<file path="config.mk">
export PLATFORM = sky130hd
export DESIGN_NAME = uraf_rx_core
export DESIGN_NICKNAME = d
export VERILOG_FILES = /design/src/verilog/uraf_pkg.sv /design/src/verilog/uraf_rx_core.sv /design/src/verilog/uraf_bit_vote.sv
export SDC_FILE = /design/constraint.sdc
export NUM_CORES = 1
export LEC_CHECK = 0
export BUFFER_PORTS_ARGS = -buffer_cell sky130_fd_sc_hd__buf_4
export CAP_MARGIN = 20
export CELL_PAD_IN_SITES_DETAIL_PLACEMENT = 1
export CELL_PAD_IN_SITES_GLOBAL_PLACEMENT = 2
export CORE_MARGIN = 8
export CORE_UTILIZATION = 40
export CTS_CLUSTER_DIAMETER = 40
export DETAILED_ROUTE_END_ITERATION = 12
export GPL_ROUTABILITY_DRIVEN = 0
export PLACE_DENSITY = 0.95
export SYNTH_ARGS = -nofsm -noshare
export SYNTH_HDL_FRONTEND = slang
export SYNTH_SLANG_ARGS = --single-unit
</file>
<file path="constraint.sdc">
create_clock -name ref_clk -period 8.7 [get_ports ref_clk]
set_clock_uncertainty 0.15 [all_clocks]
set_input_delay 0.435 -clock ref_clk [delete_from_list [all_inputs] [get_ports ref_clk]]
set_output_delay 0.435 -clock ref_clk [all_outputs]
set_load 0.005 [all_outputs]
</file>
<file path="src/verilog/uraf_pkg.sv">
// constants, field layout and types for the receive path with address filtering
// assumes the user compiles it before every design file of this block

package uraf_pkg;

  // ***********************
  // register byte offsets
  // ***********************
  localparam logic [3:0] ADDR_CSA  = 4'h0;
  localparam logic [3:0] ADDR_DATA = 4'h4;
  localparam logic [3:0] ADDR_CSB  = 4'h8;
  localparam logic [3:0] ADDR_BAUD = 4'hc;

  // ***********************
  // ctrl_status_a fields
  // ***********************
  localparam int CSA_FILTER = 0;
  localparam int CSA_DBL    = 1;
  localparam int CSA_PERR   = 2;
  localparam int CSA_OVR    = 3;
  localparam int CSA_FERR   = 4;
  localparam int CSA_TXC    = 6;
  localparam int CSA_RXC    = 7;

  // ***********************
  // ctrl_status_b fields
  // ***********************
  localparam int CSB_TXNINE  = 0;
  localparam int CSB_RXNINE  = 1;
  localparam int CSB_SIZE    = 2;
  localparam int CSB_RXEN    = 5;
  localparam int CSB_PAREN   = 6;
  localparam int CSB_PARODD  = 7;
  localparam int CSB_TWOSTOP = 8;

  // ***********************
  // reset values and codes
  // ***********************
  localparam logic [11:0] BAUD_RST  = 12'h000;
  localparam logic [2:0]  SIZE_RST  = 3'h0;
  localparam logic [2:0]  SIZE_NINE = 3'h7;
  localparam int          FIFO_DEPTH = 2;

  // ***********************
  // sampling counts
  // ***********************
  localparam logic [4:0] SPB_NORM   = 5'h10;
  localparam logic [4:0] SPB_DBL    = 5'h08;
  localparam logic [4:0] VOTE1_NORM = 5'h08;
  localparam logic [4:0] VOTE1_DBL  = 5'h04;
  localparam logic [4:0] VOTEM_NORM = 5'h09;
  localparam logic [4:0] VOTEM_DBL  = 5'h05;

  typedef struct packed {
    logic [8:0] data;
    logic       frameErr;
    logic       parityErr;
  } uraf_entry_t;

  typedef struct packed {
    logic [2:0] charSize;
    logic       twoStop;
    logic       ninthBit;
  } uraf_tx_cfg_t;

  typedef enum {RX_IDLE, RX_START, RX_DATA, RX_PARITY, RX_STOP} uraf_rx_state_t;

  // two or three high samples give one
  function automatic logic maj3(input logic [2:0] s);
    maj3 = (s[0] & s[1]) | (s[1] & s[2]) | (s[0] & s[2]);
  endfunction

  // data bits per character; reserved codes act as eight
  function automatic logic [3:0] char_bits(input logic [2:0] code);
    case (code)
      3'h0: char_bits = 4'h5;
      3'h1: char_bits = 4'h6;
      3'h2: char_bits = 4'h7;
      3'h7: char_bits = 4'h9;
      default: char_bits = 4'h8;
    endcase
  endfunction

endpackage

</file>
<file path="src/verilog/uraf_rx_core.sv">
// serial receive path with address frame filtering and apb registers
// assumes an apb3 master on ref_clk, a transmitter on ref_clk, an asynchronous rx pin
//
// Operation
// - filter on: drop frames without address marking
// - 5 to 8 bits: first stop is type
// - nine bits: ninth data bit is type
// - type one is address, zero data
// - transmitter ignores the filter mode bit
// - kept address frame buffered, sets complete flag
// - filter off: accept every frame, data or address
// - one character size shared with transmitter
// - 16 samples per bit, 8 double speed
// - first vote sample 8, or 4
// - middle vote sample 9, or 5
// - five to ten data plus parity bits
// - tolerate about two percent baud error
// - majority of three centre samples
// - complete flag tracks unread buffer data

`timescale 1ns/1ps
`default_nettype none

module uraf_rx_core (
  input  wire logic                  ref_clk,
  input  wire logic                  nrst,
  input  wire logic                  psel,
  input  wire logic                  penable,
  input  wire logic                  pwrite,
  input  wire logic [3:0]            paddr,
  input  wire logic [31:0]           pwdata,
  output logic      [31:0]           prdata,
  output logic                       pready,
  output logic                       pslverr,
  input  wire logic                  rxPin,
  input  wire logic                  txShiftDone,
  output var  uraf_pkg::uraf_tx_cfg_t txCfg
);

  // ***********************
  // declarations
  // ***********************
  logic [2:0]               rxSync;
  logic                     rxLine;
  logic                     filterMode;
  logic                     doubleSpeed;
  logic                     rxEnable;
  logic                     parityEnable;
  logic                     parityOdd;
  logic                     txDone;
  logic                     overrun;
  logic [11:0]              baudDivisor;
  logic [11:0]              baudCount;
  logic                     sampleTick;
  uraf_pkg::uraf_rx_state_t state;
  logic                     armed;
  logic [3:0]               bitIndex;
  logic [3:0]               lastData;
  logic [8:0]               shiftData;
  logic                     parityBit;
  logic                     voteDone;
  logic                     voteBit;
  logic                     startBit;
  logic                     busy;
  uraf_pkg::uraf_entry_t    fifoMem [uraf_pkg::FIFO_DEPTH];
  uraf_pkg::uraf_entry_t    headEntry;
  uraf_pkg::uraf_entry_t    newEntry;
  logic                     wrPtr;
  logic                     rdPtr;
  logic [1:0]               fillCount;
  logic [1:0]               next_fillCount;
  logic                     rxcFlag;
  logic                     isNine;
  logic                     frameDone;
  logic                     frameType;
  logic                     keepFrame;
  logic                     pushEntry;
  logic                     lostFrame;
  logic                     popEntry;
  logic                     popArmed;
  logic                     apbSetup;
  logic                     apbDone;
  logic                     apbWrite;
  logic [31:0]              readValue;

  function automatic logic reg_mapped(input logic [3:0] a);
    reg_mapped = a == uraf_pkg::ADDR_CSA || a == uraf_pkg::ADDR_DATA ||
                 a == uraf_pkg::ADDR_CSB || a == uraf_pkg::ADDR_BAUD;
  endfunction

  // ***********************
  // pin synchroniser
  // ***********************
  always_ff @(posedge ref_clk or negedge nrst) begin
    if (!nrst) begin
      rxSync <= 3'h7;
    end else begin
      rxSync <= {rxSync[1:0], rxPin};
    end
  end

  // line changes only once the last two stages agree
  always_ff @(posedge ref_clk or negedge nrst) begin
    if (!nrst) begin
      rxLine <= 1'b1;
    end else if (rxSync[1] == rxSync[2]) begin
      rxLine <= rxSync[1];
    end
  end

  // ***********************
  // sample clock
  // ***********************
  // one tick every divisor plus one cycles
  always_ff @(posedge ref_clk or negedge nrst) begin
    if (!nrst) begin
      baudCount  <= uraf_pkg::BAUD_RST;
      sampleTick <= 1'b0;
    end else if (!rxEnable || baudCount == 12'h000) begin
      baudCount  <= baudDivisor;
      sampleTick <= rxEnable;
    end else begin
      baudCount  <= baudCount - 12'h001;
      sampleTick <= 1'b0;
    end
  end

  // ***********************
  // bit recovery
  // ***********************
  always_comb begin
    busy     = state != uraf_pkg::RX_IDLE;
    startBit = !busy && sampleTick && armed && !rxLine;
    isNine   = txCfg.charSize == uraf_pkg::SIZE_NINE;
    lastData = uraf_pkg::char_bits(txCfg.charSize) - 4'h1;
  end

  uraf_bit_vote u_vote (
    .ref_clk     (ref_clk),
    .nrst        (nrst),
    .sampleTick  (sampleTick),
    .startBit    (startBit),
    .run         (busy),
    .doubleSpeed (doubleSpeed),
    .lineLevel   (rxLine),
    .voteDone    (voteDone),
    .voteBit     (voteBit)
  );

  // high to low edge needs a high sample first
  always_ff @(posedge ref_clk or negedge nrst) begin
    if (!nrst) begin
      armed <= 1'b0;
    end else if (!rxEnable) begin
      armed <= 1'b0;
    end else if (startBit) begin
      armed <= 1'b0;
    end else if (!busy && sampleTick && rxLine) begin
      armed <= 1'b1;
    end else if (state == uraf_pkg::RX_STOP && voteDone) begin
      armed <= voteBit;
    end
  end

  // ***********************
  // frame state machine
  // ***********************
  always_ff @(posedge ref_clk or negedge nrst) begin
    if (!nrst) begin
      state <= uraf_pkg::RX_IDLE;
    end else if (!rxEnable) begin
      state <= uraf_pkg::RX_IDLE;
    end else begin
      unique case (state)
        uraf_pkg::RX_IDLE: begin
          if (startBit) begin
            state <= uraf_pkg::RX_START;
          end
        end
        uraf_pkg::RX_START: begin
          // high vote means a noise spike
          if (voteDone) begin
            state <= voteBit ? uraf_pkg::RX_IDLE : uraf_pkg::RX_DATA;
          end
        end
        uraf_pkg::RX_DATA: begin
          if (voteDone && bitIndex == lastData) begin
            state <= parityEnable ? uraf_pkg::RX_PARITY : uraf_pkg::RX_STOP;
          end
        end
        uraf_pkg::RX_PARITY: begin
          if (voteDone) begin
            state <= uraf_pkg::RX_STOP;
          end
        end
        uraf_pkg::RX_STOP: begin
          // only the first stop bit is looked at
          if (voteDone) begin
            state <= uraf_pkg::RX_IDLE;
          end
        end
      endcase
    end
  end

  // data bits arrive lsb first, unused upper bits stay zero
  always_ff @(posedge ref_clk or negedge nrst) begin
    if (!nrst) begin
      bitIndex  <= 4'h0;
      shiftData <= 9'h000;
      parityBit <= 1'b0;
    end else if (voteDone) begin
      if (state == uraf_pkg::RX_START) begin
        bitIndex  <= 4'h0;
        shiftData <= 9'h000;
      end else if (state == uraf_pkg::RX_DATA) begin
        bitIndex            <= bitIndex + 4'h1;
        shiftData[bitIndex] <= voteBit;
      end else if (state == uraf_pkg::RX_PARITY) begin
        parityBit <= voteBit;
      end
    end
  end

  // ***********************
  // address filter
  // ***********************
  always_comb begin
    frameDone = state == uraf_pkg::RX_STOP && voteDone;
    frameType = isNine ? shiftData[8] : voteBit;
    keepFrame = !filterMode || frameType;
    popEntry  = apbDone && popArmed && fillCount != 2'h0;
    pushEntry = frameDone && keepFrame && (fillCount != 2'h2 || popEntry);
    lostFrame = frameDone && keepFrame && !pushEntry;
    newEntry.data      = shiftData;
    newEntry.frameErr  = !voteBit;
    newEntry.parityErr = parityEnable && (parityBit != (^shiftData ^ parityOdd));
    next_fillCount = fillCount + {1'b0, pushEntry} - {1'b0, popEntry};
    headEntry = fifoMem[rdPtr];
  end

  // ***********************
  // receive buffer
  // ***********************
  always_ff @(posedge ref_clk) begin
    if (pushEntry) begin
      fifoMem[wrPtr] <= newEntry;
    end
  end

  // disabling the receiver flushes the buffer
  always_ff @(posedge ref_clk or negedge nrst) begin
    if (!nrst) begin
      wrPtr     <= 1'b0;
      rdPtr     <= 1'b0;
      fillCount <= 2'h0;
    end else if (!rxEnable) begin
      wrPtr     <= 1'b0;
      rdPtr     <= 1'b0;
      fillCount <= 2'h0;
    end else begin
      wrPtr     <= wrPtr ^ pushEntry;
      rdPtr     <= rdPtr ^ popEntry;
      fillCount <= next_fillCount;
    end
  end

  always_ff @(posedge ref_clk or negedge nrst) begin
    if (!nrst) begin
      rxcFlag <= 1'b0;
    end else begin
      rxcFlag <= rxEnable && next_fillCount != 2'h0;
    end
  end

  // a lost frame wins over the clearing read
  always_ff @(posedge ref_clk or negedge nrst) begin
    if (!nrst) begin
      overrun <= 1'b0;
    end else if (lostFrame) begin
      overrun <= 1'b1;
    end else if (popEntry || !rxEnable) begin
      overrun <= 1'b0;
    end
  end

  // ***********************
  // software registers
  // ***********************
  always_ff @(posedge ref_clk or negedge nrst) begin
    if (!nrst) begin
      filterMode   <= 1'b0;
      doubleSpeed  <= 1'b0;
      rxEnable     <= 1'b0;
      parityEnable <= 1'b0;
      parityOdd    <= 1'b0;
      baudDivisor  <= uraf_pkg::BAUD_RST;
      txCfg        <= '{charSize: uraf_pkg::SIZE_RST, twoStop: 1'b0, ninthBit: 1'b0};
    end else if (apbWrite) begin
      case (paddr)
        uraf_pkg::ADDR_CSA: begin
          filterMode  <= pwdata[uraf_pkg::CSA_FILTER];
          doubleSpeed <= pwdata[uraf_pkg::CSA_DBL];
        end
        uraf_pkg::ADDR_CSB: begin
          txCfg.ninthBit <= pwdata[uraf_pkg::CSB_TXNINE];
          txCfg.charSize <= pwdata[uraf_pkg::CSB_SIZE +: 3];
          txCfg.twoStop  <= pwdata[uraf_pkg::CSB_TWOSTOP];
          rxEnable       <= pwdata[uraf_pkg::CSB_RXEN];
          parityEnable   <= pwdata[uraf_pkg::CSB_PAREN];
          parityOdd      <= pwdata[uraf_pkg::CSB_PARODD];
        end
        uraf_pkg::ADDR_BAUD: begin
          baudDivisor <= pwdata[11:0];
        end
        default: begin
        end
      endcase
    end
  end

  // transmit complete: set wins over write one to clear
  always_ff @(posedge ref_clk or negedge nrst) begin
    if (!nrst) begin
      txDone <= 1'b0;
    end else if (txShiftDone) begin
      txDone <= 1'b1;
    end else if (apbWrite && paddr == uraf_pkg::ADDR_CSA && pwdata[uraf_pkg::CSA_TXC]) begin
      txDone <= 1'b0;
    end
  end

  // ***********************
  // apb slave
  // ***********************
  always_comb begin
    apbSetup  = psel && !penable;
    apbDone   = psel && penable && pready;
    apbWrite  = apbDone && pwrite && !pslverr;
    readValue = 32'h0000_0000;
    case (paddr)
      uraf_pkg::ADDR_CSA: begin
        readValue[uraf_pkg::CSA_FILTER] = filterMode;
        readValue[uraf_pkg::CSA_DBL]    = doubleSpeed;
        readValue[uraf_pkg::CSA_PERR]   = rxcFlag && headEntry.parityErr;
        readValue[uraf_pkg::CSA_OVR]    = overrun;
        readValue[uraf_pkg::CSA_FERR]   = rxcFlag && headEntry.frameErr;
        readValue[uraf_pkg::CSA_TXC]    = txDone;
        readValue[uraf_pkg::CSA_RXC]    = rxcFlag;
      end
      uraf_pkg::ADDR_DATA: begin
        readValue[7:0] = rxcFlag ? headEntry.data[7:0] : 8'h00;
      end
      uraf_pkg::ADDR_CSB: begin
        readValue[uraf_pkg::CSB_TXNINE]      = txCfg.ninthBit;
        readValue[uraf_pkg::CSB_RXNINE]      = rxcFlag && headEntry.data[8];
        readValue[uraf_pkg::CSB_SIZE +: 3]   = txCfg.charSize;
        readValue[uraf_pkg::CSB_RXEN]        = rxEnable;
        readValue[uraf_pkg::CSB_PAREN]       = parityEnable;
        readValue[uraf_pkg::CSB_PARODD]      = parityOdd;
        readValue[uraf_pkg::CSB_TWOSTOP]     = txCfg.twoStop;
      end
      uraf_pkg::ADDR_BAUD: begin
        readValue[11:0] = baudDivisor;
      end
      default: begin
      end
    endcase
  end

  // answer in the first access cycle, data sampled at setup
  always_ff @(posedge ref_clk or negedge nrst) begin
    if (!nrst) begin
      pready   <= 1'b0;
      pslverr  <= 1'b0;
      prdata   <= 32'h0000_0000;
      popArmed <= 1'b0;
    end else begin
      // pop only an entry that the setup cycle returned
      popArmed <= apbSetup && !pwrite && paddr == uraf_pkg::ADDR_DATA && rxcFlag;
      pready  <= apbSetup;
      pslverr <= apbSetup && !reg_mapped(paddr);
      prdata  <= (apbSetup && !pwrite) ? readValue : 32'h0000_0000;
    end
  end
endmodule

`default_nettype wire

</file>
<file path="src/verilog/uraf_bit_vote.sv">
// sample counter and three sample majority vote for one serial bit
// assumes a one cycle sample tick and a filtered line, both on ref_clk

`timescale 1ns/1ps
`default_nettype none

module uraf_bit_vote (
  input  wire logic ref_clk,
  input  wire logic nrst,
  input  wire logic sampleTick,
  input  wire logic startBit,
  input  wire logic run,
  input  wire logic doubleSpeed,
  input  wire logic lineLevel,
  output logic      voteDone,
  output logic      voteBit
);

  logic [4:0] sampleNum;
  logic [4:0] nextNum;
  logic [4:0] spb;
  logic [4:0] first;
  logic [4:0] mid;
  logic [4:0] last;
  logic [2:0] window;
  logic       inWindow;

  always_comb begin
    spb   = doubleSpeed ? uraf_pkg::SPB_DBL : uraf_pkg::SPB_NORM;
    first = doubleSpeed ? uraf_pkg::VOTE1_DBL : uraf_pkg::VOTE1_NORM;
    mid   = doubleSpeed ? uraf_pkg::VOTEM_DBL : uraf_pkg::VOTEM_NORM;
    last  = mid + 5'h01;
    if (startBit || sampleNum == spb) begin
      nextNum = 5'h01;
    end else begin
      nextNum = sampleNum + 5'h01;
    end
    inWindow = sampleTick && run && nextNum >= first && nextNum <= last;
  end

  always_ff @(posedge ref_clk or negedge nrst) begin
    if (!nrst) begin
      sampleNum <= 5'h00;
    end else if (sampleTick && (run || startBit)) begin
      sampleNum <= nextNum;
    end else if (!run) begin
      sampleNum <= 5'h00;
    end
  end

  always_ff @(posedge ref_clk or negedge nrst) begin
    if (!nrst) begin
      window   <= 3'h7;
      voteDone <= 1'b0;
      voteBit  <= 1'b1;
    end else begin
      voteDone <= inWindow && nextNum == last;
      if (inWindow) begin
        window <= {window[1:0], lineLevel};
      end
      if (inWindow && nextNum == last) begin
        voteBit <= uraf_pkg::maj3({window[1:0], lineLevel});
      end
    end
  end
endmodule

`default_nettype wire

</file>
### After elaboration in Yosys (flattened, before gate mapping)

Memory sizes are Yosys's and may differ from the RTL's.
Cells that the tools add are included.

| operators by class | value |
|---|---|
| add/sub/neg operators | 7 |
| magnitude comparators | 4 |
| equality and inequality tests | 27 |
| mux-type cells | 46 |
| bitwise operators | 10 |
| reductions and logical operators | 69 |

Operators by type and width:

| kind | number |
|---|---|
| 32-bit 2-to-1 mux | 6 |
| 32-bit case mux with 5 select lines | 1 |
| 32-bit by 2-bit equality test with 1-bit output (second input constant) | 3 |
| 32-bit by 3-bit equality test with 1-bit output (second input constant) | 3 |
| 1-bit logical AND | 33 |
| 32-bit by 1-bit equality test with 1-bit output (second input constant) | 1 |
| 32-bit by 4-bit equality test with 1-bit output (second input constant) | 1 |
| 32-bit zero test | 1 |
| 32-bit nonzero test | 1 |
| 12-bit 2-to-1 mux | 2 |
| 5-bit 2-to-1 mux | 4 |
| 5-bit case mux with 4 select lines | 1 |
| 9-bit 2-to-1 mux | 2 |
| 4-bit 2-to-1 mux | 4 |
| 4-bit case mux with 4 select lines | 1 |
| 1-bit 2-to-1 mux | 15 |
| 12-bit zero test | 1 |
| 3-bit by 2-bit inequality test with 1-bit output (second input constant) | 4 |
| 12-bit by 1-bit subtractor with 12-bit output (second input constant) | 1 |
| 5-bit by 1-bit adder with 5-bit output (second input constant) | 2 |
| 5-bit equality test | 2 |
| 1-bit zero test | 10 |
| 2-bit nonzero test | 5 |
| 9-bit bitwise mux | 1 |
| other kinds (37) | 58 |

| word-level totals | value |
|---|---|
| bits in registers | 117 |
| memory bits (writable) | 22 |
| input bits | 43 |
| output and inout bits | 39 |
| logic and storage cells | 196 |
| memories kept | 1 |

Memory list:

| name | depth | width | read ports | clocked after memory_dff | wr ports | line | text |
|---|---|---|---|---|---|---|---|
| fifoMem | 2 | 11 | 1 | 0 | 1 | uraf_rx_core.sv:65 | `uraf_pkg::uraf_entry_t fifoMem [uraf_pkg::FIFO_DEPTH];` |

### Longest topological paths before layout

Gate-level depths: netlist of run 1.

| depth | value |
|---|---|
| word-level depth | 11 |
| gate-level depth with buffers | 13 |
| depth with buffers taken out | 13 |

### Modules after synthesis

From an unflattened synthesis of run 1, not the netlist that was laid out.

| second synthesis, totals | value |
|---|---|
| cells, all modules | 498 |
| area, all modules | 5497.8 um^2 |

By module, submodules not included:

| module | instances | cells an instance | area an instance (um^2) | sequential area each (um^2) |
|---|---|---|---|---|
| uraf_rx_core | 1 | 428 | 4813.4 | 2642.5 |
| uraf_bit_vote | 1 | 70 | 684.4 | 229.0 |

### Least setup slack after synthesis of run 1

OpenSTA, ideal clock, no wires.

| timing path | value |
|---|---|
| path kind | register -> register |
| start point | register state[0] |
| end point | register u_vote.voteBit |
| library setup time | 0.079 ns |
| arrival | 2.547 ns |
| required time | 8.471 ns |
| setup slack | 5.924 ns |
| stages on the path, launching flop included | 13 |
| path buffers | 1 |
| clock period less this slack | 2.776 ns |
| cell sequence | dfrtp_1 -> buf_2 -> nor2_1 -> nand2_1 -> o21ai_2 -> nand2b_1 -> inv_1 -> ha_1 -> nand3_1 -> o211a_1 -> a211o_1 -> or4_1 -> o21ai_0 |

| between the ends | value |
|---|---|
| word-level cells in the longest chain between the ends | 11 |
| elaborated cells between the ends (all ways) | 14 |
| those cells by class | order compare: 2; eq/ne: 1; mux: 1; reduce/logical: 10 |

RTL lines:

| what | line | text |
|---|---|---|
| start, declared | uraf_rx_core.sv:55 | `uraf_pkg::uraf_rx_state_t state;` |
| start signal, assigned | uraf_rx_core.sv:170 | `state <= uraf_pkg::RX_IDLE;` |
| start signal, assigned | uraf_rx_core.sv:172 | `state <= uraf_pkg::RX_IDLE;` |
| start signal, assigned | uraf_rx_core.sv:177 | `state <= uraf_pkg::RX_START;` |
| 32-bit nonzero test * | uraf_rx_core.sv:132 | `busy = state != uraf_pkg::RX_IDLE;` |
| 1-bit zero test | n/a |  |
| 1-bit logical AND (3 in series) | uraf_rx_core.sv:133 | `startBit = !busy && sampleTick && armed && !rxLine;` |
| 1-bit logical OR | uraf_bit_vote.sv:33 | `if (startBit \|\| sampleNum == spb) begin` |
| 5-bit 2-to-1 mux | uraf_bit_vote.sv:33 |  |
| 5-bit greater-or-equal comparator | uraf_bit_vote.sv:38 | `inWindow = sampleTick && run && nextNum >= first && nextNum <= last;` |
| 1-bit logical AND (2 in series) | uraf_bit_vote.sv:38 |  |
| 1-bit logical AND * | uraf_bit_vote.sv:61 | `if (inWindow && nextNum == last) begin` |
| end signal, assigned | uraf_bit_vote.sv:62 | `voteBit <= uraf_pkg::maj3({window[1:0], lineLevel});` |
| end, declared | uraf_bit_vote.sv:16 | `output logic voteBit` |

Every way passes the cells marked *; elsewhere a longest branch is shown, timed or not.
A chain may end at the register's enable or synchronous reset.

### Worst setup path after layout of run 1

| timing path | value |
|---|---|
| start point | register state[0] |
| end point | register u_vote.window[1] |

| between the ends | value |
|---|---|
| word-level cells in the longest chain between the ends | 10 |
| elaborated cells between the ends (all ways) | 12 |
| those cells by class | order compare: 2; mux: 1; reduce/logical: 9 |

RTL lines:

| what | line | text |
|---|---|---|
| 32-bit nonzero test * | uraf_rx_core.sv:132 |  |
| 1-bit zero test | n/a |  |
| 1-bit logical AND (3 in series) | uraf_rx_core.sv:133 |  |
| 1-bit logical OR | uraf_bit_vote.sv:33 |  |
| 5-bit 2-to-1 mux | uraf_bit_vote.sv:33 |  |
| 5-bit greater-or-equal comparator | uraf_bit_vote.sv:38 |  |
| 1-bit logical AND | uraf_bit_vote.sv:38 |  |
| 1-bit logical AND * | uraf_bit_vote.sv:38 |  |
| end signal, assigned | uraf_bit_vote.sv:59 | `window <= {window[1:0], lineLevel};` |
| end, declared | uraf_bit_vote.sv:25 | `logic [2:0] window;` |

Marked as above.

==> reports/qor.csv, run 1 <==
metric,value,unit
globalRouteTotalUtil,15.42,%
cts_resized,0,
routed_wl,12.82,mm
layout_common_cells,"81 x dfrtp_1, 45 x nand2_1, 43 x buf_4, 37 x nor2_1, 31 x o21ai_0",
p_per_area,184.5,nW/um^2
cts_tree,yes,
crit_family,compound AO/OA/AOI/OAI gates,
place_area,5737,sq um
hold_viol,0,
stdcell_area,6047,sq um
wl_per_cell,18.02,microns
p_leak,2.755,nW
setup-tns-final,0,ps
slew_viol_final,0,
rows,42,
slew-limit-headroom,47.88,%
clock.fmax,314.5,MHz
drv_cap,0,
period_share,36.55,%
synthesis.area,5349,sq um
postSynthCellCount,493,
diodes,0,
synth_warnings,0,
crit_chain,"nor2_1, nand2_1, o21ai_2, nand2b_1, inv_1, ha_1, nand3_1, o211a_1, a211o_1, a21oi_1, mux2_2",
layout_min_cycle_time,3180,ps
final_core_util,46.03,%
final_antenna_net_count,0,
vias_per_cell,5.203,
grt_max_degree,89,
tightestPinTransition,777.6,ps
slowest_delay,570,ps
nNetsFinal,588,
grt_pass1_vias,4194,
startpoint_type,register,
netlist-cell-type-count,54,
synth_area_per_cell,10.85,sq um
path_clk_slew,70,ps
r2r_end,u_vote.window[1],
required,8830,ps
rsz0062_at_grt,false,
r2r_cells,11,
worst_hold_path_type,in2reg,
synth_edf_count,22,
cts_buffer_depth,2,
timing.rr.start,state[0],
num_vias,3699,
synth-seq-cells,110,
async_flop_share,80.00,%
dp_hpwl,9.815,mm
synthFlopType,dfrtp_1,
startpoint,state[0],
cts_buffers,9,
crit_arrival,3310,ps
final_common_cell,dfrtp_1,
synth_compound_area_share,10.57,%
synth_fa_ha_area_share,3.696,%
setup_viol_count_final,0,
worst-setup-path-type,reg2reg,
clockRootBuffer,clkbuf_16,
peakVddDrop,0.09954,mV
cts-htree-levels,3,
critPathCapture,u_vote.window[1],
die_area,17330,sq um
synthToLayoutAreaGrowth,13.05,%
floorplan.initialDensity,40.71,%
muxShareOfSynthArea,7.977,%
grt_pass1_wl,21.62,mm
numClockSinks,110,
cp.buffers_inverters,1,
die_x,131.6,microns
synth_top_family_by_area,simple AND/OR/NAND/NOR gates,
numPortBuffers,41,
drt-initial-drc-count,215,
antenna_found_initial,0,
drive_above_1_share,17.94,%
critical_path_depth,11,
drc_errors,0,
drtPass1Iterations,4,
ys_seq_area_share,53.68,%
crit_fanout,18,
grt_overflow,0,
r2r_slack,5520,ps
synth-simple-area-share,13.99,%
clkLatencyLatePin,350,ps
synth-xor-area-share,4.585,%
core-area,13140,sq um
worstSetupEndpointType,register,
ios,82,
die_h,131.6,microns
status,completed,
crit_path_top_delay_cell,dfrtp_1,
what timing repair did:
action / 4_1_cts / 5_1_grt
hold endpoints to repair: 0 / 14
hold buffers: 0 / 1
buffers inserted: 0 / 0
power by group:
group	switching (mW)	leakage, nW	internal (mW)
Combinational	0.0781	1.22	0.0594
Sequential	0.0383	1.41	0.563
Clock	0.174	0.124	0.203
Total	0.291	2.75	0.825
worst reg2reg max path: stages, from the launching register on:
cell	delay, ps
dfrtp_1	570
nor2_1	300
nand2_1	150
o21ai_2	220
nand2b_1	170
inv_1	50
ha_1	280
nand3_1	100
o211a_1	220
a211o_1	290
a21oi_1	250
mux2_2	380
worst min path at each step:
stage	to	cells after the start	start
floorplan	armed	0	nrst
global placement	rxSync[1]	0	rxSync[0]
detailed placement	rxSync[1]	0	rxSync[0]
CTS	rxSync[0]	1	rxPin
global route	rxSync[0]	1	rxPin
finish	rxSync[0]	1	rxPin
metal layers:
layer	up-vias	GRT usage, %	share of wire (%)	routed length [microns]
met1	1849	17.66	42	5327
li1	1756	-	-	-
met5	-	0	0	0
met2	68	27.16	53	6754
met4	0	7.658	2.8	360
met3	26	2.782	2.9	373
cells by family (layout without fill, tap and decap cells):
group,count (synthesis),in the layout
other,1,20
DFF,110,110
xor gates and xnor gates,28,28
and+or+nand+nor,153,153
adders and majority gates,16,16
buffers and inverters,57,80
muxes,39,39
AOI/OAI and AO/OA,89,89
stage by stage:
stage / instances / total power [mW] / hold WS (ps) / worst slack [ps]
2_1_floorplan: 512 / 0.7003 / -10.59 / 5924
3_3_place_gp: 692 / 0.7351 / 197.4 / 5632
3_5_place_dp: 692 / 0.7471 / 197.9 / 5528
4_1_cts: 708 / 1.127 / 21.60 / 5523
5_1_grt: 711 / 1.172 / 19.26 / 5270
6_report: 711 / 1.115 / 35.88 / 5520
synthesized netlist by cell type, types with 4 or more instances:
cell type  number  area share, %
dfrtp_1        81             38
nand3_1        13            1.2
buf_4          20            2.8
or3_1           5           0.58
mux2i_1        10            1.9
o31ai_1         4           0.56
ha_1           15            3.5
a221oi_1        4           0.65
clkbuf_1       16            1.1
edfxtp_1       22             12
dfstp_2         7            3.4
nand2b_1        5           0.58
a31oi_1         5           0.58
mux2_2         29            6.1
a22oi_1        11            1.5
and3_1          5           0.58
inv_1          19            1.3
xnor2_1        18            2.9
a21oi_1        17            1.6
nand2_1        45            3.2
nor2_1         37            2.6
xor2_1         10            1.6
nor2b_1         8           0.94
o21ai_0        31            2.9
nor3_1          9           0.84
and2_1          9            1.1
state kept, by name (all words and copies together) (netlist names), 2 cells and up:
name	count
fifoMem	22
baudCount	12
baudDivisor	12
prdata	12
shiftData	9
txCfg	5
u_vote.sampleNum	5
bitIndex	4
rxSync	3
state	3
fillCount	2
u_vote.window	2
final cells by class:
| class | count | area [sq um] |
|---|---|---|
| fillers | 1473 | 7091 |
| flip-flops and latches | 110 | 2872 |
| multi-input cells | 345 | 2258 |
| repair buffers | 45 | 360.3 |
| clock buffers | 15 | 257.7 |
| well taps | 176 | 220.2 |
| inverters | 19 | 71.32 |
| clock inverters | 1 | 7.507 |
Note: power is estimated with default switching activity, not from simulation.
==> inputs of run 2 (changes only) <==
CORE_UTILIZATION = 37   (was 40)
PLACE_DENSITY = 0.91   (was 0.95)
clock period = 3.17 ns   (was 8.7 ns; I/O delays follow)
==> run 2 against run 1 <==
  * Worst hold slack got worse by 5.9 ps
  * Cell count increased by 4.9%
  * Non-clock buffer count rose by 27
  * Sequential share of layout area is 2.0 points lower
  * Maximum frequency is 7.1% higher
  * Largest cell class unchanged
==> reports/qor.csv, run 2 (synthesis gave the netlist of run 1 again) <==
metric,value,unit,change
layout_min_cycle_time,2969,ps,-210.9 ps
diodes,0,,unchanged
status,completed,,
rsz0062_at_grt,false,,
startpoint_type,register,,
drt-initial-drc-count,211,,-1.9%
slowest_delay,420,ps,-150 ps
drc_errors,0,,unchanged
die_x,136.2,microns,+3.5%
clockRootBuffer,clkbuf_16,,
clockPowerShare,35.2,%,+1.4 points
seqPwrFrac,51.5,%,-2.4 points
tightestPinTransition,833.1,ps,+55.48 ps
die_area,18560,sq um,+7.1%
worstSetupEndpointType,register,,
clkLatencyLatePin,350,ps,about the same
drv_cap,0,,unchanged
finalNonFillerCells,746,,+4.9%
setup_viol_count_final,0,,unchanged
die_h,136.2,microns,+3.5%
grt_overflow,0,,unchanged
swShare,26.20,%,+0.14 points
worst_hold_path_type,in2reg,,
setup-tns-final,0,ps,unchanged
dp_hpwl,9.970,mm,+1.6%
cts_buffer_depth,2,,unchanged
synthToLayoutAreaGrowth,17.92,%,
slew-limit-headroom,44.16,%,-3.7 points
wl_per_cell,18.08,microns,+0.29%
floorplan.initialDensity,37.37,%,-3.3 points
core-area,14310,sq um,+9.0%
crit_chain,"inv_1, ha_1, nor2b_1, o21ai_2, o21ai_2, nand2b_1, inv_1, ha_1, nand3_1, o211a_1, a211o_1, a21oi_1, mux2_2",,
crit_fanout,5,,-13
numPortBuffers,41,,unchanged
worst-setup-path-type,reg2reg,,
routed_wl,13.49,mm,+5.2%
globalRouteTotalUtil,15.25,%,-0.17 points
cts_tree,yes,,
grt_pass1_vias,4257,,+1.5%
rows,44,,+4.8%
cts-htree-levels,3,,unchanged
peakVddDrop,0.2518,mV,+150%
largest_reg_flops,22,,unchanged
dpl.cell_count,710,,+2.6%
slew_viol_final,0,,unchanged
vias_per_cell,5.126,,-1.5%
numClockSinks,110,,unchanged
required,3300,ps,-5530 ps
cts_buffers,9,,unchanged
ios,82,,unchanged
p_int,2.340,mW,+180%
hold_viol,0,,unchanged
crit_arrival,3090,ps,-220 ps
final_antenna_net_count,0,,unchanged
crit_path_top_delay_cell,dfrtp_1,,
comb_power_share,13.4,%,+1.1 points
p_sw,830.7,uW,+190%
crit_family,compound AO/OA/AOI/OAI gates,,
cp.buffers_inverters,2,,+1
cts_resized,0,,unchanged
path_clk_slew,70,ps,about the same
layout_common_cells,"81 x dfrtp_1, 52 x buf_4, 45 x nand2_1, 37 x nor2_1, 31 x o21ai_0",,
num_vias,3824,,+3.4%
drtPass1Iterations,4,,unchanged
period_share,93.66,%,+57 points
final_common_cell,dfrtp_1,,
grt_pass1_wl,22.28,mm,+3.1%
p_leak,2.874,nW,+4.3%
antenna_found_initial,0,,unchanged
clock.fmax,336.8,MHz,+7.1%
drive_above_1_share,18.68,%,+0.74 points
nNetsFinal,615,,+4.6%
regMostFlops,fifoMem,,
grt_max_degree,35,,-61%
p_per_area,502.8,nW/um^2,+170%
## run 2: area by class of cell
type	instances	area, sq um
clock buffers	13	240.2
clock inverters	3	45.04
fillers	1587	8006
inverters	19	71.32
multi-input cells	345	2258
flip-flops and latches	110	2872
well taps	184	230.2
repair buffers	72	590.6
## run 2: per-stage QoR
stage          setup slack (ps)  power (mW)  hold WS, ps  util, %  cell area, sq um
2_1_floorplan             394.3       1.922       -287.1        -              5420
3_3_place_gp              302.3       2.029       -13.20    40.67              5822
3_5_place_dp              193.3       2.062       -2.781    40.67              5822
4_1_cts                   171.6       3.210        16.40    44.06              6307
5_1_grt                   31.60       3.318        57.58    44.06              6307
6_report                  200.9       3.171        30.00    44.06              6307
## run 2: per-layer routing
layer | global-route usage (%) | wire, microns | part of all wire, %
met1 | 17.90 | 5527 | 41
met2 | 27.54 | 7132 | 53
met3 | 3.400 | 673 | 5.0
met4 | 3.722 | 152 | 1.1
met5 | 0 | 0 | 0
## run 2: repair_timing
item,4_1_cts,5_1_grt
endpoints found under the setup margin,0,0
buffers inserted,0,0
hold endpoints to repair,58,0
hold buffers,20,0
## run 2: worst min-delay path, delay by kind of cell
| kind | cells | cell delay, ps |
|---|---|---|
| AND/OR/NAND/NOR | 2 | 250 |
| buffers and inverters | 1 | 80 |
## run 2: power by group through the flow
| stage | logic (mW) | registers, mW | clock network (mW) |
|---|---|---|---|
| global placement | 0.379 | 1.65 | 0 |
| global route | 0.480 | 1.65 | 1.19 |
| finish | 0.424 | 1.63 | 1.11 |
| detailed placement | 0.404 | 1.66 | 0 |
| CTS | 0.428 | 1.63 | 1.15 |
| floorplan | 0.290 | 1.63 | 0 |
## run 2: path summary, 6_finish.rpt
path                                startpoint                to  slack (ps)  cells after the start
max reg2reg                u_vote.sampleNum[0]  u_vote.window[1]         200                     13
min                                     pwrite          popArmed          30                      3
max in group asynchronous                 nrst         rxSync[2]        1890                      3
min reg2reg                          rxSync[0]         rxSync[1]         210                      0
max                        u_vote.sampleNum[0]  u_vote.window[1]         200                     13
min in group asynchronous                 nrst         prdata[4]         170                      2
==> inputs of run 3 (changes only) <==
CORE_UTILIZATION = 38   (was 37)
CTS_BUF_LIST = sky130_fd_sc_hd__clkbuf_8   (was unset)
PLACE_DENSITY = 0.93   (was 0.91)
==> run 3 against run 2 <==
  * Via count rose by 1.0%
  * Wire length is 0.90% lower
  * Register-to-register slack about the same
  * Utilization increased by 1.2 points
  * Maximum frequency up 0.12%
  * Combinational power grew 1%
  * First-iteration DRC count shrank 19%
  * Largest cell class unchanged
==> reports/qor.csv, run 3 (synthesis gave the netlist of run 1 again) <==
metric,value,unit,change
worstSetupEndpointType,register,,
layout_min_cycle_time,2965,ps,-3.585 ps
drv_cap,0,,unchanged
regMostFlops,fifoMem,,
ios,82,,unchanged
final_common_cell,dfrtp_1,,
die_x,134.6,microns,-1.2%
regArea,2872,sq um,unchanged
setup_viol_count_final,0,,unchanged
grt_overflow,0,,unchanged
die_h,134.6,microns,-1.2%
r2r_slack,200,ps,about the same
num_vias,3864,,+1.0%
grt_pass1_vias,4257,,unchanged
cts_tree,yes,,
grt_pass1_wl,22.00,mm,-1.2%
cts_buffer_depth,2,,unchanged
clockRootBuffer,clkbuf_8,,
rows,43,,-2.3%
dpl.cell_count,707,,-0.42%
hold_slack,30.17,ps,+0.1694 ps
numClockSinks,110,,unchanged
drt-initial-drc-count,171,,-19%
multi_input_area,2266,sq um,+0.33%
drc_errors,0,,unchanged
routed_wl,13.36,mm,-0.90%
dp_hpwl,10.02,mm,+0.53%
floorplan.initialDensity,38.68,%,+1.3 points
peakVddDrop,0.1761,mV,-30%
slew_viol_final,0,,unchanged
cts-htree-levels,3,,unchanged
crit_fanout,5,,unchanged
fillers,1550,,-2.3%
crit_arrival,3130,ps,+40 ps
layout_common_cells,"81 x dfrtp_1, 55 x buf_4, 45 x nand2_1, 37 x nor2_1, 31 x o21ai_0",,
vias_per_cell,5.159,,+0.64%
antenna_found_initial,1,,+1
period_share,93.55,%,-0.11 points
clock.fmax,337.2,MHz,+0.12%
slew-limit-headroom,43.47,%,-0.69 points
setup-tns-final,0,ps,unchanged
worst_hold_path_type,in2reg,,
die_area,18130,sq um,-2.3%
worst-setup-path-type,reg2reg,,
rsz0062_at_grt,false,,
final_core_util,45.22,%,+1.2 points
grt_max_degree,42,,+20%
hold_viol,0,,unchanged
globalRouteTotalUtil,15.36,%,+0.11 points
drtPass1Iterations,4,,unchanged
finalNonFillerCells,749,,+0.40%
required,3340,ps,+40 ps
p_leak,2.855,nW,-0.64%
core-area,13830,sq um,-3.4%
p_per_area,455.5,nW/um^2,-9.4%
status,completed,,
wl_per_cell,17.84,microns,-1.3%
largest_reg_flops,22,,unchanged
final_antenna_net_count,0,,unchanged
cts_buffers,9,,unchanged
nNetsFinal,621,,+0.98%
path_clk_slew,100,ps,+30 ps
p_total,2.848,mW,-10%
clkLatencyLatePin,400,ps,+50 ps
drive_above_1_share,19.54,%,+0.86 points
tightestPinTransition,843.4,ps,+10.29 ps
synthToLayoutAreaGrowth,16.89,%,
numPortBuffers,41,,unchanged
startpoint_type,register,,
[run 3: cell types whose count changed in the layout (fill, tap and decap cells not counted), moves of 2 or more]
cell,delta
buf_4,+3
clkbuf_1,-4
clkbuf_16,-9
clkbuf_8,+9
clkinv_1,+2
dlygate4sd3_1,+3
[run 3: layout make-up]
cell class                 count  area share, %
sequential                   110          45.93
tap                          180          3.602
clock inverter                 7         0.7805
multi-input combinational    345          36.24
timing repair buffer          78          10.29
inverter                      19          1.141
clock buffer                   9          1.981
antenna                        1        0.04002
[run 3: final timing paths]
check                           depth (start not counted)          endpoint                 from
worst max-delay path                                   13    u_vote.voteBit  u_vote.sampleNum[0]
worst min-delay path                                    3           pslverr                 psel
worst max register to register                         13    u_vote.voteBit  u_vote.sampleNum[0]
worst min register to register                          0         rxSync[1]            rxSync[0]
max in group asynchronous                               3  u_vote.window[1]                 nrst
min in group asynchronous                               2          txCfg[3]                 nrst
[run 3: worst max-delay path, stage by stage (launching register included)]
cell	delay, ps
dfrtp_1	410
inv_1	90
ha_1	140
nor2b_1	150
o21ai_2	100
o21ai_2	120
nand2b_4	180
inv_1	40
ha_1	290
nand3_1	100
o211a_1	210
a211o_1	300
or4_1	510
o21ai_0	100
[run 3: power breakdown]
part / switching, mW / internal (mW)
sequential: 0.0883 / 1.54
combinational: 0.241 / 0.189
clock: 0.499 / 0.288
total: 0.829 / 2.02
[run 3: routing by layer]
metal	routed length (microns)	share of wire (%)	vias up	track usage (%)
met4	234	1.8	0	5.614
met1	5507	41	1957	17.11
li1	-	-	1825	-
met2	7080	53	65	27.48
met3	542	4.1	17	4.012
met5	0	0	-	0
[run 3: per-stage QoR]
| step | cell area [sq um] | worst slack (ps) |
|---|---|---|
| after floorplan | 5420 | 394.3 |
| after global placement | 5824 | 309.7 |
| after detailed placement | 5824 | 173.6 |
| after CTS | 6227 | 148.3 |
| after global routing | 6252 | 10.12 |
| final | 6252 | 204.5 |
[run 3: repair_timing]
action | CTS | global route
hold buffers | 23 | 0
buffers inserted | 0 | 2
hold endpoints to repair | 68 | 0
gates resized for setup | 0 | 1
setup endpoints to repair | 0 | 3
